$ cat src/hdl/bsr_pkg.sv
// Constants for the boundary-scan instruction and data register block
package bsr_pkg;
	// ---------------------------------------------------------------
	// Instruction register
	// ---------------------------------------------------------------
	localparam int          IR_LEN          = 6;
	localparam logic [5:0]  OP_EXTEST       = 6'h00;
	localparam logic [5:0]  OP_SAMPLE       = 6'h01;
	localparam logic [5:0]  OP_IDCODE       = 6'h02;
	localparam logic [5:0]  OP_HIGHZ        = 6'h03;
	localparam logic [5:0]  OP_CAPTURE_PAT  = 6'h2d;
	localparam logic [5:0]  OP_AC_TRAIN     = 6'h3c;
	localparam logic [5:0]  OP_AC_PULSE     = 6'h3d;
	localparam logic [5:0]  OP_CLAMP        = 6'h3e;
	localparam logic [5:0]  OP_BYPASS       = 6'h3f;
	// ---------------------------------------------------------------
	// Identification register and controller reset count
	// ---------------------------------------------------------------
	localparam int          ID_LEN          = 32;
	localparam int          TLR_TMS_COUNT   = 5;
	// ---------------------------------------------------------------
	// Controller states
	// ---------------------------------------------------------------
	typedef enum logic [3:0] {
		ST_RESET   = 4'h0, ST_IDLE    = 4'h1, ST_SEL_DR  = 4'h2, ST_CAP_DR  = 4'h3,
		ST_SH_DR   = 4'h4, ST_EX1_DR  = 4'h5, ST_PAU_DR  = 4'h6, ST_EX2_DR  = 4'h7,
		ST_UPD_DR  = 4'h8, ST_SEL_IR  = 4'h9, ST_CAP_IR  = 4'ha, ST_SH_IR   = 4'hb,
		ST_EX1_IR  = 4'hc, ST_PAU_IR  = 4'hd, ST_EX2_IR  = 4'he, ST_UPD_IR  = 4'hf
	} bsr_state_e;
endpackage : bsr_pkg

$ cat src/hdl/bsr_cell.sv
// One boundary-scan cell: shift stage plus falling-edge update latch
`timescale 1ns/1ns
module bsr_cell (
	// Clock and reset
	input  wire logic clock_in,
	input  wire logic rst_n_in,
	// Test clock edges found by the top
	input  wire logic rise_in,
	input  wire logic fall_in,
	// Control
	input  wire logic capture_in,
	input  wire logic shift_in,
	input  wire logic update_in,
	// Data
	input  wire logic par_in,
	input  wire logic ser_in,
	output logic      ser_out,
	output logic      latch_out
);
	always_ff @(posedge clock_in or negedge rst_n_in) begin
		if (!rst_n_in) begin
			ser_out <= 1'b0;
		end else if (rise_in && capture_in) begin
			ser_out <= par_in;
		end else if (rise_in && shift_in) begin
			ser_out <= ser_in;
		end
	end

	// Update on the falling test clock so skew cannot corrupt the value
	always_ff @(posedge clock_in or negedge rst_n_in) begin
		if (!rst_n_in) begin
			latch_out <= 1'b0;
		end else if (fall_in && update_in) begin
			latch_out <= ser_out;
		end
	end
endmodule : bsr_cell

$ cat src/hdl/bsr_top.sv
// Boundary-scan controller, instruction register and test data registers
`timescale 1ns/1ns
// Summary of operation
// - Bypass, boundary and ID registers sit in parallel on one serial path.
// - Boundary chain is selected under external test, sample/preload or AC training/pulse test.
// - External test drives boundary latches onto pins once it becomes current.
// - Each boundary cell updates its latch on the falling test clock.
// - Input cells only observe the pin, never drive toward the core.
// - Bidirectional pin uses an enable cell plus a muxed capture cell.
// - Capture takes core output data when enable high and not external test or AC training/pulse test.
// - Capture takes pad input when enable low or external test active.
// - Instruction bits shift in on rising test clock in instruction shift.
// - Shifted instruction becomes current only at instruction update.
// - Six-bit instruction selects the active data register and path.
// - Unselected data registers never disturb the chip or selected register.
// - 000000 is external test, 000001 is sample/preload, both boundary.
// - 000010 selects the identification register.
// - 000011 tri-states all output and bidirectional cells.
// - Instruction capture loads 101101, low bits 01.
// - 111100 is AC training test, 111101 is AC pulse test.
// - 111110 clamps pins from latches while scanning through bypass.
// - 111111 is one-bit bypass; other opcodes are reserved.
// - External test shifts chain and applies it to pins at data update.
// - Sample/preload captures all pin states and enables into chain.
// - Bypass bit loads zero at data capture.
// - Controller reset makes identification the current instruction.
// - Identification value is 32 bits with least significant bit one.
module bsr_top import bsr_pkg::*; #(
	parameter int         N_IN      = 4,
	parameter int         N_OUT     = 4,
	parameter int         N_BIDIR   = 4,
	parameter logic [3:0] ID_VER    = 4'h0,
	parameter logic [10:0] ID_MAKER = 11'h2aa, // Arbitrary value
	parameter logic [15:0] ID_PART  = 16'h1234 // Arbitrary value
) (
	// Clock and reset
	input  wire logic               clock_in,
	input  wire logic               rst_n_in,
	// Test access pins
	input  wire logic               tck_in,
	input  wire logic               tms_in,
	input  wire logic               tdi_in,
	input  wire logic               trst_n_in,
	output logic                    tdo_out,
	output logic                    tdo_oe_out,
	// Input pins
	input  wire logic [N_IN-1:0]    in_pad_in,
	output logic [N_IN-1:0]         in_core_out,
	// Output pins
	input  wire logic [N_OUT-1:0]   out_core_in,
	input  wire logic [N_OUT-1:0]   out_core_oe_in,
	output logic [N_OUT-1:0]        out_pad_out,
	output logic [N_OUT-1:0]        out_pad_oe_out,
	// Bidirectional pins
	input  wire logic [N_BIDIR-1:0] bi_core_in,
	input  wire logic [N_BIDIR-1:0] bi_core_oe_in,
	input  wire logic [N_BIDIR-1:0] bi_pad_in,
	output logic [N_BIDIR-1:0]      bi_pad_out,
	output logic [N_BIDIR-1:0]      bi_pad_oe_out,
	output logic [N_BIDIR-1:0]      bi_core_out,
	// Status
	output logic [IR_LEN-1:0]       instr_out,
	output logic                    ac_mode_out
);
	// ---------------------------------------------------------------
	// Pin synchronisers and test clock edges
	// ---------------------------------------------------------------
	localparam int CHAIN = N_IN + 2*N_OUT + 2*N_BIDIR;
	logic [3:0] sync1_r;
	logic [3:0] sync2_r;
	logic       tck_d_r;
	logic       rise;
	logic       fall;
	logic       tms_s;
	logic       tdi_s;
	logic       trst_s;
	always_ff @(posedge clock_in or negedge rst_n_in) begin
		if (!rst_n_in) begin
			sync1_r <= 4'h8;
			sync2_r <= 4'h8;
			tck_d_r <= 1'b0;
		end else begin
			sync1_r <= {trst_n_in, tdi_in, tms_in, tck_in};
			sync2_r <= sync1_r;
			tck_d_r <= sync2_r[0];
		end
	end
	assign rise   = sync2_r[0] & ~tck_d_r;
	assign fall   = ~sync2_r[0] & tck_d_r;
	assign tms_s  = sync2_r[1];
	assign tdi_s  = sync2_r[2];
	assign trst_s = ~sync2_r[3];
	// ---------------------------------------------------------------
	// Controller
	// ---------------------------------------------------------------
	bsr_state_e st_r;
	bsr_state_e st_nxt;
	always_comb begin
		st_nxt = st_r;
		unique case (st_r)
			ST_RESET:  st_nxt = tms_s ? ST_RESET  : ST_IDLE;
			ST_IDLE:   st_nxt = tms_s ? ST_SEL_DR : ST_IDLE;
			ST_SEL_DR: st_nxt = tms_s ? ST_SEL_IR : ST_CAP_DR;
			ST_CAP_DR: st_nxt = tms_s ? ST_EX1_DR : ST_SH_DR;
			ST_SH_DR:  st_nxt = tms_s ? ST_EX1_DR : ST_SH_DR;
			ST_EX1_DR: st_nxt = tms_s ? ST_UPD_DR : ST_PAU_DR;
			ST_PAU_DR: st_nxt = tms_s ? ST_EX2_DR : ST_PAU_DR;
			ST_EX2_DR: st_nxt = tms_s ? ST_UPD_DR : ST_SH_DR;
			ST_UPD_DR: st_nxt = tms_s ? ST_SEL_DR : ST_IDLE;
			ST_SEL_IR: st_nxt = tms_s ? ST_RESET  : ST_CAP_IR;
			ST_CAP_IR: st_nxt = tms_s ? ST_EX1_IR : ST_SH_IR;
			ST_SH_IR:  st_nxt = tms_s ? ST_EX1_IR : ST_SH_IR;
			ST_EX1_IR: st_nxt = tms_s ? ST_UPD_IR : ST_PAU_IR;
			ST_PAU_IR: st_nxt = tms_s ? ST_EX2_IR : ST_PAU_IR;
			ST_EX2_IR: st_nxt = tms_s ? ST_UPD_IR : ST_SH_IR;
			ST_UPD_IR: st_nxt = tms_s ? ST_SEL_DR : ST_IDLE;
		endcase
	end
	always_ff @(posedge clock_in or negedge rst_n_in) begin
		if (!rst_n_in) begin
			st_r <= ST_RESET;
		end else if (trst_s) begin
			st_r <= ST_RESET;
		end else if (rise) begin
			st_r <= st_nxt;
		end
	end
	// ---------------------------------------------------------------
	// Instruction register
	// ---------------------------------------------------------------
	logic [IR_LEN-1:0] ir_sh_r;
	logic [IR_LEN-1:0] ir_r;
	always_ff @(posedge clock_in or negedge rst_n_in) begin
		if (!rst_n_in) begin
			ir_sh_r <= OP_CAPTURE_PAT;
		end else if (rise && st_r == ST_CAP_IR) begin
			ir_sh_r <= OP_CAPTURE_PAT;
		end else if (rise && st_r == ST_SH_IR) begin
			ir_sh_r <= {tdi_s, ir_sh_r[IR_LEN-1:1]};
		end
	end
	// Current instruction changes on the falling edge in instruction update
	always_ff @(posedge clock_in or negedge rst_n_in) begin
		if (!rst_n_in) begin
			ir_r <= OP_IDCODE;
		end else if (trst_s || st_r == ST_RESET) begin
			ir_r <= OP_IDCODE;
		end else if (fall && st_r == ST_UPD_IR) begin
			ir_r <= ir_sh_r;
		end
	end
	// ---------------------------------------------------------------
	// Instruction decode
	// ---------------------------------------------------------------
	// Reserved opcodes fall back to bypass so nothing is disturbed
	function automatic logic [1:0] dr_sel(input logic [IR_LEN-1:0] op);
		unique case (op)
			OP_EXTEST, OP_SAMPLE, OP_AC_TRAIN, OP_AC_PULSE: dr_sel = 2'h1;
			OP_IDCODE: dr_sel = 2'h2;
			default:   dr_sel = 2'h0;
		endcase
	endfunction : dr_sel
	logic [1:0] sel;
	logic       ext_mode;
	logic       highz;
	assign sel      = dr_sel(ir_r);
	assign ext_mode = (ir_r == OP_EXTEST) || (ir_r == OP_CLAMP) ||
	                  (ir_r == OP_AC_TRAIN) || (ir_r == OP_AC_PULSE);
	assign highz    = (ir_r == OP_HIGHZ);
	// ---------------------------------------------------------------
	// Bypass and identification
	// ---------------------------------------------------------------
	logic              byp_r;
	logic [ID_LEN-1:0] id_r;
	logic              cap_dr;
	logic              sh_dr;
	assign cap_dr = (st_r == ST_CAP_DR);
	assign sh_dr  = (st_r == ST_SH_DR);
	always_ff @(posedge clock_in or negedge rst_n_in) begin
		if (!rst_n_in) begin
			byp_r <= 1'b0;
		end else if (rise && cap_dr && sel == 2'h0) begin
			byp_r <= 1'b0;
		end else if (rise && sh_dr && sel == 2'h0) begin
			byp_r <= tdi_s;
		end
	end
	always_ff @(posedge clock_in or negedge rst_n_in) begin
		if (!rst_n_in) begin
			id_r <= '0;
		end else if (rise && cap_dr && sel == 2'h2) begin
			id_r <= {ID_VER, ID_PART, ID_MAKER, 1'b1};
		end else if (rise && sh_dr && sel == 2'h2) begin
			id_r <= {tdi_s, id_r[ID_LEN-1:1]};
		end
	end
	// ---------------------------------------------------------------
	// Boundary chain
	// ---------------------------------------------------------------
	// Order from TDI: bidir enable/capture, output enable/data, inputs
	logic [CHAIN-1:0] par;
	logic [CHAIN:0]   ser;
	logic [CHAIN-1:0] lat;
	logic             bs_cap;
	logic             bs_sh;
	logic             bs_upd;
	assign bs_cap = cap_dr && sel == 2'h1;
	assign bs_sh  = sh_dr && sel == 2'h1;
	assign bs_upd = (st_r == ST_UPD_DR) && sel == 2'h1;
	assign ser[CHAIN] = tdi_s;
	genvar g;
	generate
		for (g = 0; g < N_IN; g++) begin : g_in
			assign par[g] = in_pad_in[g];
		end
		for (g = 0; g < N_OUT; g++) begin : g_out
			assign par[N_IN+2*g]   = out_core_in[g];
			assign par[N_IN+2*g+1] = out_core_oe_in[g];
		end
		for (g = 0; g < N_BIDIR; g++) begin : g_bi
			localparam int B = N_IN + 2*N_OUT + 2*g;
			// Enable cell steers capture between core data and pad
			assign par[B]   = (bi_core_oe_in[g] && !ext_mode) ? bi_core_in[g]
			                                                   : bi_pad_in[g];
			assign par[B+1] = bi_core_oe_in[g];
		end
		for (g = 0; g < CHAIN; g++) begin : g_cell
			bsr_cell i_bsr_cell (
				.clock_in   (clock_in),
				.rst_n_in   (rst_n_in),
				.rise_in    (rise),
				.fall_in    (fall),
				.capture_in (bs_cap),
				.shift_in   (bs_sh),
				.update_in  (bs_upd),
				.par_in     (par[g]),
				.ser_in     (ser[g+1]),
				.ser_out    (ser[g]),
				.latch_out  (lat[g])
			);
		end
	endgenerate
	// ---------------------------------------------------------------
	// Pin drive, registered at the boundary
	// ---------------------------------------------------------------
	logic [N_OUT-1:0]   lo_d;
	logic [N_OUT-1:0]   lo_e;
	logic [N_BIDIR-1:0] lb_d;
	logic [N_BIDIR-1:0] lb_e;
	generate
		for (g = 0; g < N_OUT; g++) begin : g_lo
			assign lo_d[g] = lat[N_IN+2*g];
			assign lo_e[g] = lat[N_IN+2*g+1];
		end
		for (g = 0; g < N_BIDIR; g++) begin : g_lb
			assign lb_d[g] = lat[N_IN+2*N_OUT+2*g];
			assign lb_e[g] = lat[N_IN+2*N_OUT+2*g+1];
		end
	endgenerate
	always_ff @(posedge clock_in or negedge rst_n_in) begin
		if (!rst_n_in) begin
			out_pad_out    <= '0;
			out_pad_oe_out <= '0;
			bi_pad_out     <= '0;
			bi_pad_oe_out  <= '0;
		end else if (highz) begin
			out_pad_out    <= out_core_in;
			out_pad_oe_out <= '0;
			bi_pad_out     <= bi_core_in;
			bi_pad_oe_out  <= '0;
		end else if (ext_mode) begin
			out_pad_out    <= lo_d;
			out_pad_oe_out <= lo_e;
			bi_pad_out     <= lb_d;
			bi_pad_oe_out  <= lb_e;
		end else begin
			out_pad_out    <= out_core_in;
			out_pad_oe_out <= out_core_oe_in;
			bi_pad_out     <= bi_core_in;
			bi_pad_oe_out  <= bi_core_oe_in;
		end
	end
	always_ff @(posedge clock_in or negedge rst_n_in) begin
		if (!rst_n_in) begin
			in_core_out <= '0;
			bi_core_out <= '0;
			instr_out   <= OP_IDCODE;
			ac_mode_out <= 1'b0;
		end else begin
			in_core_out <= in_pad_in;
			bi_core_out <= bi_pad_in;
			instr_out   <= ir_r;
			ac_mode_out <= (ir_r == OP_AC_TRAIN || ir_r == OP_AC_PULSE) && st_r == ST_IDLE;
		end
	end
	// ---------------------------------------------------------------
	// Serial output, changed on the falling test clock
	// ---------------------------------------------------------------
	logic tdo_src;
	always_comb begin
		tdo_src = byp_r;
		if (st_r == ST_SH_IR) begin
			tdo_src = ir_sh_r[0];
		end else if (sel == 2'h1) begin
			tdo_src = ser[0];
		end else if (sel == 2'h2) begin
			tdo_src = id_r[0];
		end
	end
	always_ff @(posedge clock_in or negedge rst_n_in) begin
		if (!rst_n_in) begin
			tdo_out    <= 1'b0;
			tdo_oe_out <= 1'b0;
		end else if (fall) begin
			tdo_out    <= tdo_src;
			tdo_oe_out <= (st_r == ST_SH_IR) || sh_dr;
		end
	end
	// ---------------------------------------------------------------
	// Checks
	// ---------------------------------------------------------------
	logic [2:0] tms_cnt_r;
	always_ff @(posedge clock_in or negedge rst_n_in) begin
		if (!rst_n_in) begin
			tms_cnt_r <= '0;
		end else if (rise) begin
			tms_cnt_r <= !tms_s ? 3'h0 : (tms_cnt_r == 3'h7 ? 3'h7 : tms_cnt_r + 3'h1);
		end
	end
	tms_reset_a: assert property (@(posedge clock_in) disable iff (!rst_n_in)
		tms_cnt_r >= 3'(TLR_TMS_COUNT) |-> st_r == ST_RESET ##1 ir_r == OP_IDCODE)
		else $error("Controller not reset after held mode select");
	ir_capture_a: assert property (@(posedge clock_in) disable iff (!rst_n_in)
		rise && st_r == ST_CAP_IR && !trst_s |=> ir_sh_r == OP_CAPTURE_PAT)
		else $error("Capture pattern not loaded");
	ir_update_a: assert property (@(posedge clock_in) disable iff (!rst_n_in)
		!(fall && st_r == ST_UPD_IR) && !trst_s && st_r != ST_RESET |=> $stable(ir_r))
		else $error("Instruction changed outside update");
	ir_shift_a: assert property (@(posedge clock_in) disable iff (!rst_n_in)
		rise && st_r == ST_SH_IR |=> ir_sh_r[IR_LEN-1] == $past(tdi_s))
		else $error("Instruction shift lost input bit");
	bypass_zero_a: assert property (@(posedge clock_in) disable iff (!rst_n_in)
		rise && cap_dr && sel == 2'h0 |=> !byp_r)
		else $error("Bypass bit not cleared at capture");
	id_lsb_a: assert property (@(posedge clock_in) disable iff (!rst_n_in)
		rise && cap_dr && sel == 2'h2 |=> id_r[0])
		else $error("Identification low bit not one");
	highz_drive_a: assert property (@(posedge clock_in) disable iff (!rst_n_in)
		highz && $past(highz) |-> out_pad_oe_out == '0 && bi_pad_oe_out == '0)
		else $error("Outputs enabled under high impedance");
	ext_drive_a: assert property (@(posedge clock_in) disable iff (!rst_n_in)
		ext_mode && !highz |=> out_pad_out == $past(lo_d) && out_pad_oe_out == $past(lo_e))
		else $error("Latches not driven to pins in external test");
	tdo_fall_a: assert property (@(posedge clock_in) disable iff (!rst_n_in)
		!fall |=> $stable(tdo_out))
		else $error("Serial output changed off falling edge");
	clamp_path_a: assert property (@(posedge clock_in) disable iff (!rst_n_in)
		ir_r == OP_CLAMP |-> sel == 2'h0 && ext_mode)
		else $error("Clamp decode wrong");
	cv_ir_update_c: cover property (@(posedge clock_in) disable iff (!rst_n_in)
		fall && st_r == ST_UPD_IR);
	cv_extest_c: cover property (@(posedge clock_in) disable iff (!rst_n_in)
		ir_r == OP_EXTEST && bs_upd && fall);
	cv_id_shift_c: cover property (@(posedge clock_in) disable iff (!rst_n_in)
		sel == 2'h2 && sh_dr && rise);
	cv_sample_c: cover property (@(posedge clock_in) disable iff (!rst_n_in)
		ir_r == OP_SAMPLE && bs_cap && rise);
endmodule : bsr_top

$ cat config.mk
export PLATFORM = sky130hd
export DESIGN_NAME = bsr_top
export DESIGN_NICKNAME = d
export VERILOG_FILES = /design/src/hdl/bsr_pkg.sv /design/src/hdl/bsr_cell.sv /design/src/hdl/bsr_top.sv
export SDC_FILE = /design/constraint.sdc
export NUM_CORES = 1
export LEC_CHECK = 0
export BUFFER_PORTS_ARGS = -buffer_cell sky130_fd_sc_hd__buf_2
export CORE_MARGIN = 4
export CORE_UTILIZATION = 60
export CTS_CLUSTER_SIZE = 16
export DETAILED_ROUTE_END_ITERATION = 8
export HOLD_SLACK_MARGIN = 0.06
export PLACE_DENSITY = 0.85
export SLEW_MARGIN = 40
export SYNTH_ARGS = -nofsm -noshare
export SYNTH_HDL_FRONTEND = slang
export SYNTH_SLANG_ARGS = --single-unit
$ cat constraint.sdc
create_clock -name clock_in -period 3.18 [get_ports clock_in]
set_input_delay 0.159 -clock clock_in [delete_from_list [all_inputs] [get_ports clock_in]]
set_output_delay 0.159 -clock clock_in [all_outputs]
set_load 0.03 [all_outputs]
## Word level (Yosys, flattened, before mapping)

Index checks and enable logic that the tools add are counted.

| cells by class | value |
|---|---|
| reduce and logical (&&, ||, !) cells | 39 |
| muxes and demuxes | 79 |
| eq/ne operators | 24 |
| bitwise operators | 5 |

Operator list:

| cell | number |
|---|---|
| 32-bit 2-to-1 mux | 2 |
| 4-bit 2-to-1 mux | 14 |
| 1-bit 2-to-1 mux | 52 |
| 4-bit one-hot mux with 12 select lines | 1 |
| 4-bit equality test (second input constant) | 8 |
| 6-bit 2-to-1 mux | 4 |
| 1-bit logical AND | 20 |
| 6-bit equality test (second input constant) | 3 |
| 4-bit by 3-bit equality test with 1-bit output (second input constant) | 4 |
| 6-bit by 2-bit equality test with 1-bit output (second input constant) | 2 |
| 2-bit nonzero test | 5 |
| 4-bit by 2-bit equality test with 1-bit output (second input constant) | 2 |
| 6-bit by 1-bit equality test with 1-bit output (second input constant) | 1 |
| 6-bit zero test | 1 |
| 1-bit logical OR | 6 |
| 2-bit 2-to-1 mux | 3 |
| 3-bit 2-to-1 mux | 2 |
| 4-bit by 1-bit equality test with 1-bit output (second input constant) | 1 |
| 4-bit zero test | 1 |
| 2-bit one-hot mux with 2 select lines | 1 |
| 2-bit OR reduction | 2 |
| 4-bit OR reduction | 1 |
| 1-bit NOT | 3 |
| 3-bit OR reduction | 1 |
| other kinds (6) | 7 |

| word-level totals | value |
|---|---|
| logic and storage cells | 201 |
| input port bits | 30 |
| register bits after elaboration | 127 |
| output and inout bits | 33 |

## Depth between registers and ports, before layout

Gate-level depths: netlist of the first run.

| logic depth | value |
|---|---|
| depth in word-level cells | 8 |
| gate-level depth with buffers | 7 |
| depth with buffers taken out | 4 |

## Cells and area by module

Synthesis of the first run repeated with hierarchy kept, for this count alone.

| second synthesis, totals | value |
|---|---|
| cell total of the unflattened synthesis | 545 |
| area total of the unflattened synthesis | 5825.6 µm² |

By module, submodules not included:

| module | instances | area an instance (µm²) | seq. area each (µm²) | cells each |
|---|---|---|---|---|
| bsr_top | 1 | 3823.7 | 2287.2 | 365 |
| bsr_cell | 20 | 100.1 | 50.0 | 9 |

## Worst setup path after synthesis of the first run

OpenSTA, ideal clock, no wires.

| timing path | value |
|---|---|
| path kind | reg2reg |
| start point | register ir_r[4] |
| end point | register g_cell[13].i_bsr_cell.latch_out |
| path buffers | 1 |
| stages on the path, launching flop included | 6 |
| period minus slack after synthesis | 2010 ps |
| data arrival time | 1882 ps |
| slack | 1170 ps |
| data required time | 3053 ps |
| library setup time | 127 ps |
| path through | dfrtp_1 > nor4_4 > o21ai_2 > nor3_4 > buf_6 > mux2_1 |

| on the way | value |
|---|---|
| word-level cells in the longest chain between the ends | 6 |
| elaborated cells on any way between the ends | 10 |
| those cells by class | eq/ne (5); mux (1); reduce/logical (4) |

Ends and longest elaborated chain:

| element | RTL line | RTL |
|---|---|---|
| from (decl) | bsr_top.sv:132 | `logic [IR_LEN-1:0] ir_r;` |
| from (signal assigned) | bsr_top.sv:149 | `ir_r <= ir_sh_r;` |
| 6-bit equality test (tied with other cells) | bsr_top.sv:157 | `unique case (op)` |
| 4-bit OR reduction | bsr_top.sv:157 |  |
| 2-bit one-hot mux with 2 select lines (*) | bsr_top.sv:157 |  |
| 2-bit by 1-bit equality test with 1-bit output (*) | bsr_top.sv:209 | `assign bs_upd = (st_r == ST_UPD_DR) && sel == 2'h1;` |
| 1-bit logical AND (*) | bsr_top.sv:209 |  |
| 1-bit logical AND (*) | bsr_cell.sv:34 | `end else if (fall_in && update_in) begin` |
| to (signal assigned) | bsr_cell.sv:35 | `latch_out <= ser_out;` |
| to (decl) | bsr_cell.sv:18 | `output logic latch_out` |

Mark *: on every way between the ends. The rest lies on a longest branch, timed or not.
A chain may end at the register's enable or synchronous reset.

## Worst setup path in the final report of the first run

| timing path | value |
|---|---|
| start point | register ir_r[5] |
| end point | register g_cell[7].i_bsr_cell.latch_out |

| on the way | value |
|---|---|
| word-level cells in the longest chain between the ends | 6 |
| elaborated cells on any way between the ends | 10 |
| those cells by class | eq/ne (5); mux (1); reduce/logical (4) |

Ends and longest elaborated chain:

| element | RTL line |
|---|---|
| 6-bit equality test (tied with other cells) | bsr_top.sv:157 |
| 4-bit OR reduction | bsr_top.sv:157 |
| 2-bit one-hot mux with 2 select lines (*) | bsr_top.sv:157 |
| 2-bit by 1-bit equality test with 1-bit output (*) | bsr_top.sv:209 |
| 1-bit logical AND (*) | bsr_top.sv:209 |
| 1-bit logical AND (*) | bsr_cell.sv:34 |
| to (signal assigned) | bsr_cell.sv:35 |
| to (decl) | bsr_cell.sv:18 |

Marked as above.

==> impl_metrics.yaml, run 1 <==
power:
  p_switching_mw: 0.8835
  p_per_area_nw_per_um2: 551.8
  share_comb_of_total_power_pct: 5.2
  peakVddDrop_mv: 0.3959
  p_leak_nw: 3.065
  p_int_mw: 2.765
  swShare_pct: 24.21
  power.share.clock_pct: 49.2
  p_seq_share_pct: 45.6
  power.total_mw: 3.649
outcome:
  status: "complete, no violations"
synthesis:
  ys_ff_latch: 127
  synth.largest_area_cell: "dfrtp_1"
  ys_seq_area_share_pct: 59.32
  synth_cells: 537
  ys.flop_type: "dfrtp_1"
  synth_top_area_share_pct: 55.41
  synth_warnings: 0
  synth_nets: 567
  synth_area_um2: 5374
  synth_area_per_cell_um2: 10.01
  synth_edf_count: 0
  synthArstFlopShare_pct: 100.0
  ys_top_cells_by_area: "dfrtp_1, nand2_1, dfstp_2, o21ai_0, a31oi_1"
  synth_cell_types: 50
cells_and_area:
  fin_util_pct: 75.83
  fin_cells: 740
  diodes: 0
  drive_gt1_share_pct: 19.62
  syn2layout_area_growth_pct: 23.05
  final_area_um2: 6613
  nets: 649
floorplanning:
  initial_core_util_pct: 61.62
  die_width_um: 102.6
  dieArea_um2: 10540
  chipHeight_um: 102.6
  ios: 63
  rows: 34
  core_um2: 8721
sta:
  maxSlewViolCount: 0
  min_period_ns: 2.510
  period_share_pct: 78.93
  fin_tns_setup_ns: 0
  finalSetupViolCount: 0
  rsz0062_at_grt: "false"
  tightest_slew_ns: 0.7801
  timing.hold.ws_ns: 0.1906
  slew_headroom_pct: 47.82
  setup_ws_ns: 0.6701
  clock.fmax_ghz: 0.3984
  fin_skew_ns: 0.009553
  hold_violations: 0
route:
  via_per_inst: 5.861
  drc: 0
  drt_wl_total_mm: 12.18
  first_pass_iters: 7
  wire_per_inst_um: 16.46
  drtIter0Drc: 237
  vias: 4337
  ant_nets: 0
clock_network:
  clk_path_buf_depth: 2
  hold_buffers: 29
  htree_levels: 4
  clk_pin_slew_ns: 0.06
  cts_setup_buffers: 0
  clock-root-buffer: "clkbuf_8"
  cts.sinks: 127
  cts_buffers: 17
  cts_resized: 0
  cts_tree: "built"
  insertion_delay_ns: 0.53
flow_run:
  max_cap_violations: 0
global_route:
  grt_usage_pct: 24.88
  grt_max_degree: 68
  grt_pass1_wl_mm: 20.29
  grt.overflow.total: 0
  antenna_found_initial: 0
  grt_pass1_vias: 4216
placement:
  dp.cells: 679
  place_ws_ns: 0.7043
  io_buffers: 62
  routabilityCongestion: 0.8312
  placed_area_um2: 5767
  place_hpwl_mm: 7.304
min_path:
  hold_class: "in -> async"
critical_path:
  cp-start-kind: "flop"
  crit_path_end_kind: "flop"
  cp_max_fo: 16
  crit_type: "reg -> reg"
  worst_ep_required_time_ns: 3.59
  crit_arrival_ns: 2.92
-- cell type report --
| cell class | instances | area (µm²) |
|---|---|---|
| Clock inverter | 14 | 133.9 |
| Multi-Input combinational cell | 364 | 2013 |
| Fill cell | 562 | 2108 |
| Inverter | 8 | 30.03 |
| Timing Repair Buffer | 101 | 694.4 |
| Clock buffer | 18 | 417.9 |
| Sequential cell | 127 | 3188 |
| Tap cell | 108 | 135.1 |
-- layer usage --
metal / global-route usage, % / up-vias / wire, µm
met4: 11.81 / 0 / 313
met1: 32.97 / 2101 / 5055
met2: 38.88 / 162 / 6023
li1: - / 2041 / -
met5: 0 / - / 0
met3: 5.954 / 33 / 786
-- cell usage after synthesis, drive strengths merged (3+ instances only) --
cell type,number
nand2,140
dfrtp,119
o21ai,43
a21oi,32
a31oi,27
clkbuf,27
nor2,24
mux2,16
nand3,13
buf,11
nor2b,10
dfstp,8
inv,8
a22o,6
nor3,5
a221o,4
and3,4
nand2b,4
a311o,3
nor4b,3
-- worst paths after layout --
kind / startpoint / end / slack, ns / cells past startpoint
setup / recovery: ir_r[5] / g_cell[7].i_bsr_cell.latch_out / 0.67 / 4
hold / removal: rst_n_in / bi_core_out[0] / 0.19 / 2
setup reg to reg: ir_r[5] / g_cell[7].i_bsr_cell.latch_out / 0.67 / 4
hold reg to reg: sync1_r[0] / sync2_r[0] / 0.35 / 0
max in group asynchronous: rst_n_in / sync2_r[3] / 2.23 / 3
min in group clock_in: trst_n_in / sync1_r[3] / 0.28 / 2
-- kinds of logic after synthesis --
kind of cell    Yosys count  synth area share, %
simple gates            212                17.79
compound gates          134                15.58
flops                   127                59.32
buf+inv                  46                3.586
mux                      18                3.725
-- power groups by stage --
stage / logic, mW / registers, mW / clock network (mW)
floorplan: 0.0474 / 1.72 / 0
detailed placement: 0.163 / 1.69 / 0
CTS: 0.192 / 1.66 / 1.82
global route: 0.210 / 1.67 / 1.90
finish: 0.191 / 1.66 / 1.80
global placement: 0.161 / 1.69 / 0
-- placed cells by master, fill, tap and decap left out, drive strengths merged, types with 2 or more instances in the layout --
cell	count
nor2	24
a221o	4
nor4b	3
a311o	3
nand2	140
a21oi	32
buf	72
a22o	6
dfstp	8
nor4	2
o41ai	2
dfrtp	119
o21ai	43
and4	2
o21a	2
inv	14
clkbuf	18
clkinvlp	4
a22oi	2
o2111ai	2
mux2i	2
a31oi	27
mux2	16
dlygate4sd3	29
and3	4
nor2b	10
clkinv	3
nor3	5
nand2b	4
nand3	13
-- worst max-delay path, cell delays in order (launching register included) --
cell     delay (ns)
dfrtp_1        0.43
and4_1         0.55
o21ai_2        0.27
nor3_4         0.72
mux2_2         0.41
-- state kept, by name, indices dropped and copies added (netlist names), 4 cells and up --
| register | cells |
|---|---|
| bi_pad_out | 4 |
| sync1_r | 4 |
| ir_sh_r | 6 |
| instr_out | 6 |
| out_pad_oe_out | 4 |
| in_core_out | 4 |
| bi_pad_oe_out | 4 |
| g_cell.i_bsr_cell.latch_out | 16 |
| out_pad_out | 4 |
| ir_r | 6 |
| id_r | 32 |
| sync2_r | 4 |
| st_r | 4 |
| g_cell.i_bsr_cell.ser_out | 20 |
| bi_core_out | 4 |
(Power assumes the default switching activity.)
==> run 2, diff against run 1 <==
--- a/config.mk
+++ b/config.mk
@@ -5,13 +5,14 @@
 export SDC_FILE = /design/constraint.sdc
 export NUM_CORES = 1
 export LEC_CHECK = 0
+export ABC_AREA = 1
 export BUFFER_PORTS_ARGS = -buffer_cell sky130_fd_sc_hd__buf_2
 export CORE_MARGIN = 4
-export CORE_UTILIZATION = 60
+export CORE_UTILIZATION = 58
 export CTS_CLUSTER_SIZE = 16
 export DETAILED_ROUTE_END_ITERATION = 8
 export HOLD_SLACK_MARGIN = 0.06
-export PLACE_DENSITY = 0.85
+export PLACE_DENSITY = 0.82
 export SLEW_MARGIN = 40
 export SYNTH_ARGS = -nofsm -noshare
 export SYNTH_HDL_FRONTEND = slang
==> constraint.sdc (replaced) <==
create_clock -name clock_in -period 2.33 [get_ports clock_in]
set_input_delay 0.1165 -clock clock_in [delete_from_list [all_inputs] [get_ports clock_in]]
set_output_delay 0.1165 -clock clock_in [all_outputs]
set_load 0.03 [all_outputs]
==> run 2 against run 1 <==
  * Sequential power rose by 36%
  * Global-route usage down 0.61 points
  * Worst hold slack got worse by 0.020 ns
  * Routed wire length increased by 3.8%
  * Clock skew shrank 0.0014 ns
  * Worst setup slack worse by 0.39 ns
  * Flip-flop and latch count is the same
  * First-iteration DRC count increased by 30%
  * Sequential share of layout area shrank 0.66 points
  * Cell count increased by 10%
  * Largest power group unchanged
==> impl_metrics.yaml, run 2 <==
critical_path:
  cp_max_fo: 20
  crit_type: "reg -> reg"
  r2r_cells: 9
  crit_arrival_ns: 2.48
  crit_slowest_cell: "dfrtp_1"
  r2r_slack_ns: 0.28
  critical_path.endpoint: "g_cell[12].i_bsr_cell.ser_out"
  cp-start-kind: "flop"
  crit_chain: "nand2_2, inv_1, nand3_2, buf_4, inv_2, nand2_2, inv_2, nand3_1, a21oi_1"
  reg2reg_from: "st_r[0]"
  startpoint: "st_r[0]"
  cpPeakStageDelay_ns: 0.52
  crit_path_end_kind: "flop"
  worst_ep_required_time_ns: 2.77
  reg2reg_to: "g_cell[12].i_bsr_cell.ser_out"
synthesis:
  synthArstFlopShare_pct: 100.0
  synth_nets: 634
  ys_ff_latch: 127
  ys.flop_type: "dfrtp_1"
  synth_warnings: 0
  synth_top_family_by_area: "simple AND/OR/NAND/NOR gates"
  synth_xor_area_share_pct: 0
  synth_commonest_cells: "nand2_1, dfrtp_1, nor2_1"
  synth_cell_types: 29
  synth_compound_area_share_pct: 11.05
  ys_top_cells_by_area: "dfrtp_1, nand2_1, o21ai_1, nor2_1, dfstp_2"
  post-synth-top-count-cell: "nand2_1"
  synth_area_per_cell_um2: 8.866
  yosys-mux-area-fraction_pct: 0
  ys_seq_area_share_pct: 59.53
  synth_top_area_share_pct: 55.61
  synth_edf_count: 0
  yosys.area_share.adder_pct: 0
  yosys.area_share.simple_pct: 22.08
  synth_area_um2: 5355
  synth_cells: 604
  synth.largest_area_cell: "dfrtp_1"
clock_network:
  cts.sinks: 127
  cts_setup_buffers: 0
  cts_resized: 0
  clk_path_buf_depth: 2
  insertion_delay_ns: 0.52
  hold_buffers: 29
  clk_pin_slew_ns: 0.06
  htree_levels: 4
  cts_tree: "built"
  clock-root-buffer: "clkbuf_8"
  cts_buffers: 17
cells_and_area:
  final_cell_mix: "nand2_1, dfrtp_1, nor2_1"
  diodes: 0
  largest-register: "id_r"
  largest_register_ffs: 32
  syn2layout_area_growth_pct: 25.19
  final-seq-area_um2: 3188
  fillers: 545
  drive_gt1_share_pct: 18.76
  multiInputGateArea_um2: 1783
  top_regs: "id_r: 32 flops, g_cell.i_bsr_cell.ser_out: 20 flops, g_cell.i_bsr_cell.latch_out: 16 flops"
  final_common_cell: "nand2_1"
  nets: 726
route:
  drt_wl_total_mm: 12.64
  drtIter0Drc: 308
  wire_per_inst_um: 15.47
  vias: 4514
  ant_nets: 0
  drc: 0
  first_pass_iters: 9
  via_per_inst: 5.525
floorplanning:
  rows: 34
  initial_core_util_pct: 60.52
  core_um2: 8848
  chipHeight_um: 104.1
  ios: 63
  die_width_um: 104.1
  dieArea_um2: 10830
placement:
  place_hpwl_mm: 7.515
  io_buffers: 62
  routabilityCongestion: 0.8622
power:
  p_per_area_nw_per_um2: 841.8
  peakVddDrop_mv: 0.5028
  power.total_mw: 5.644
  p_leak_nw: 3.426
sta:
  slew_headroom_pct: 56.10
  clock.fmax_ghz: 0.4888
  rsz0062_at_grt: "false"
  tightest_slew_ns: 0.6585
  fin_skew_ns: 0.008105
  hold_violations: 0
  maxSlewViolCount: 0
  min_period_ns: 2.046
  fin_tns_setup_ns: 0
  finalSetupViolCount: 0
  timing.hold.ws_ns: 0.1708
  period_share_pct: 87.81
flow_run:
  max_cap_violations: 0
min_path:
  hold_class: "in -> async"
global_route:
  grt_max_degree: 55
  grt_pass1_wl_mm: 21.28
  grt_pass1_vias: 4506
  antenna_found_initial: 0
  grt.overflow.total: 0
  grt_usage_pct: 24.27
outcome:
  status: "complete, no violations"
run 2: cell types whose count changed in the layout (fill, tap and decap cells not counted), moves of 18 or more:
cell     delta
a21oi_1    -25
a31oi_1    -22
inv_1      +44
nor2_1     +57
o21ai_0    -18
o21ai_1    +69
run 2: layout make-up:
class	count	share of cell area [%]
inverters	60	3.359
clock buffers	18	6.234
flip-flops and latches	127	47.56
clock inverters	14	4.274
multi-input cells	392	26.60
well taps	108	2.016
repair buffers	98	9.966
run 2: power by group:
part,internal [mW],switching (mW)
registers,2.24,0.0148
clock network,2.17,0.971
logic,0.0870,0.156
total,4.50,1.14
run 2: cell families (layout without fill, tap and decap cells):
group	Yosys count	count (layout)
buf+inv	85	190
simple gates	280	280
compound gates	112	112
flops	127	127
run 2: worst min-delay path by stage:
stage	startpoint	endpoint	slack, ns
floorplan	rst_n_in	ac_mode_out	-0.18
global placement	rst_n_in	bi_pad_out[3]	0.19
detailed placement	rst_n_in	bi_core_out[2]	0.19
CTS	rst_n_in	bi_core_out[2]	0.20
global route	rst_n_in	bi_pad_out[2]	0.21
finish	rst_n_in	bi_pad_out[2]	0.17
run 2: metal layers:
layer  vias up  routed length [µm]  GRT usage [%]
met2       188                6416          39.74
met1      2172                5108          30.12
met4         0                 232          9.972
li1       2122                   -              -
met5         -                   0              0
met3        32                 886          7.387
run 2: critical path: cells and delay by family (launching register included):
kind,cells,cell delay (ns)
buf+inv,4,0.78
flops,1,0.52
simple gates,4,0.51
compound gates,1,0.16
run 2: stage by stage:
step / instance area (µm²) / util, % / setup WS (ns) / instances
after global placement: 5700 / 64.42 / 0.3879 / 756
after CTS: 6695 / 75.66 / 0.2611 / 817
after global routing: 6704 / 75.76 / 0.1588 / 817
after floorplan: 5355 / - / 0.9331 / 604
final: 6704 / 75.76 / 0.2840 / 817
after detailed placement: 5700 / 64.42 / 0.2975 / 756
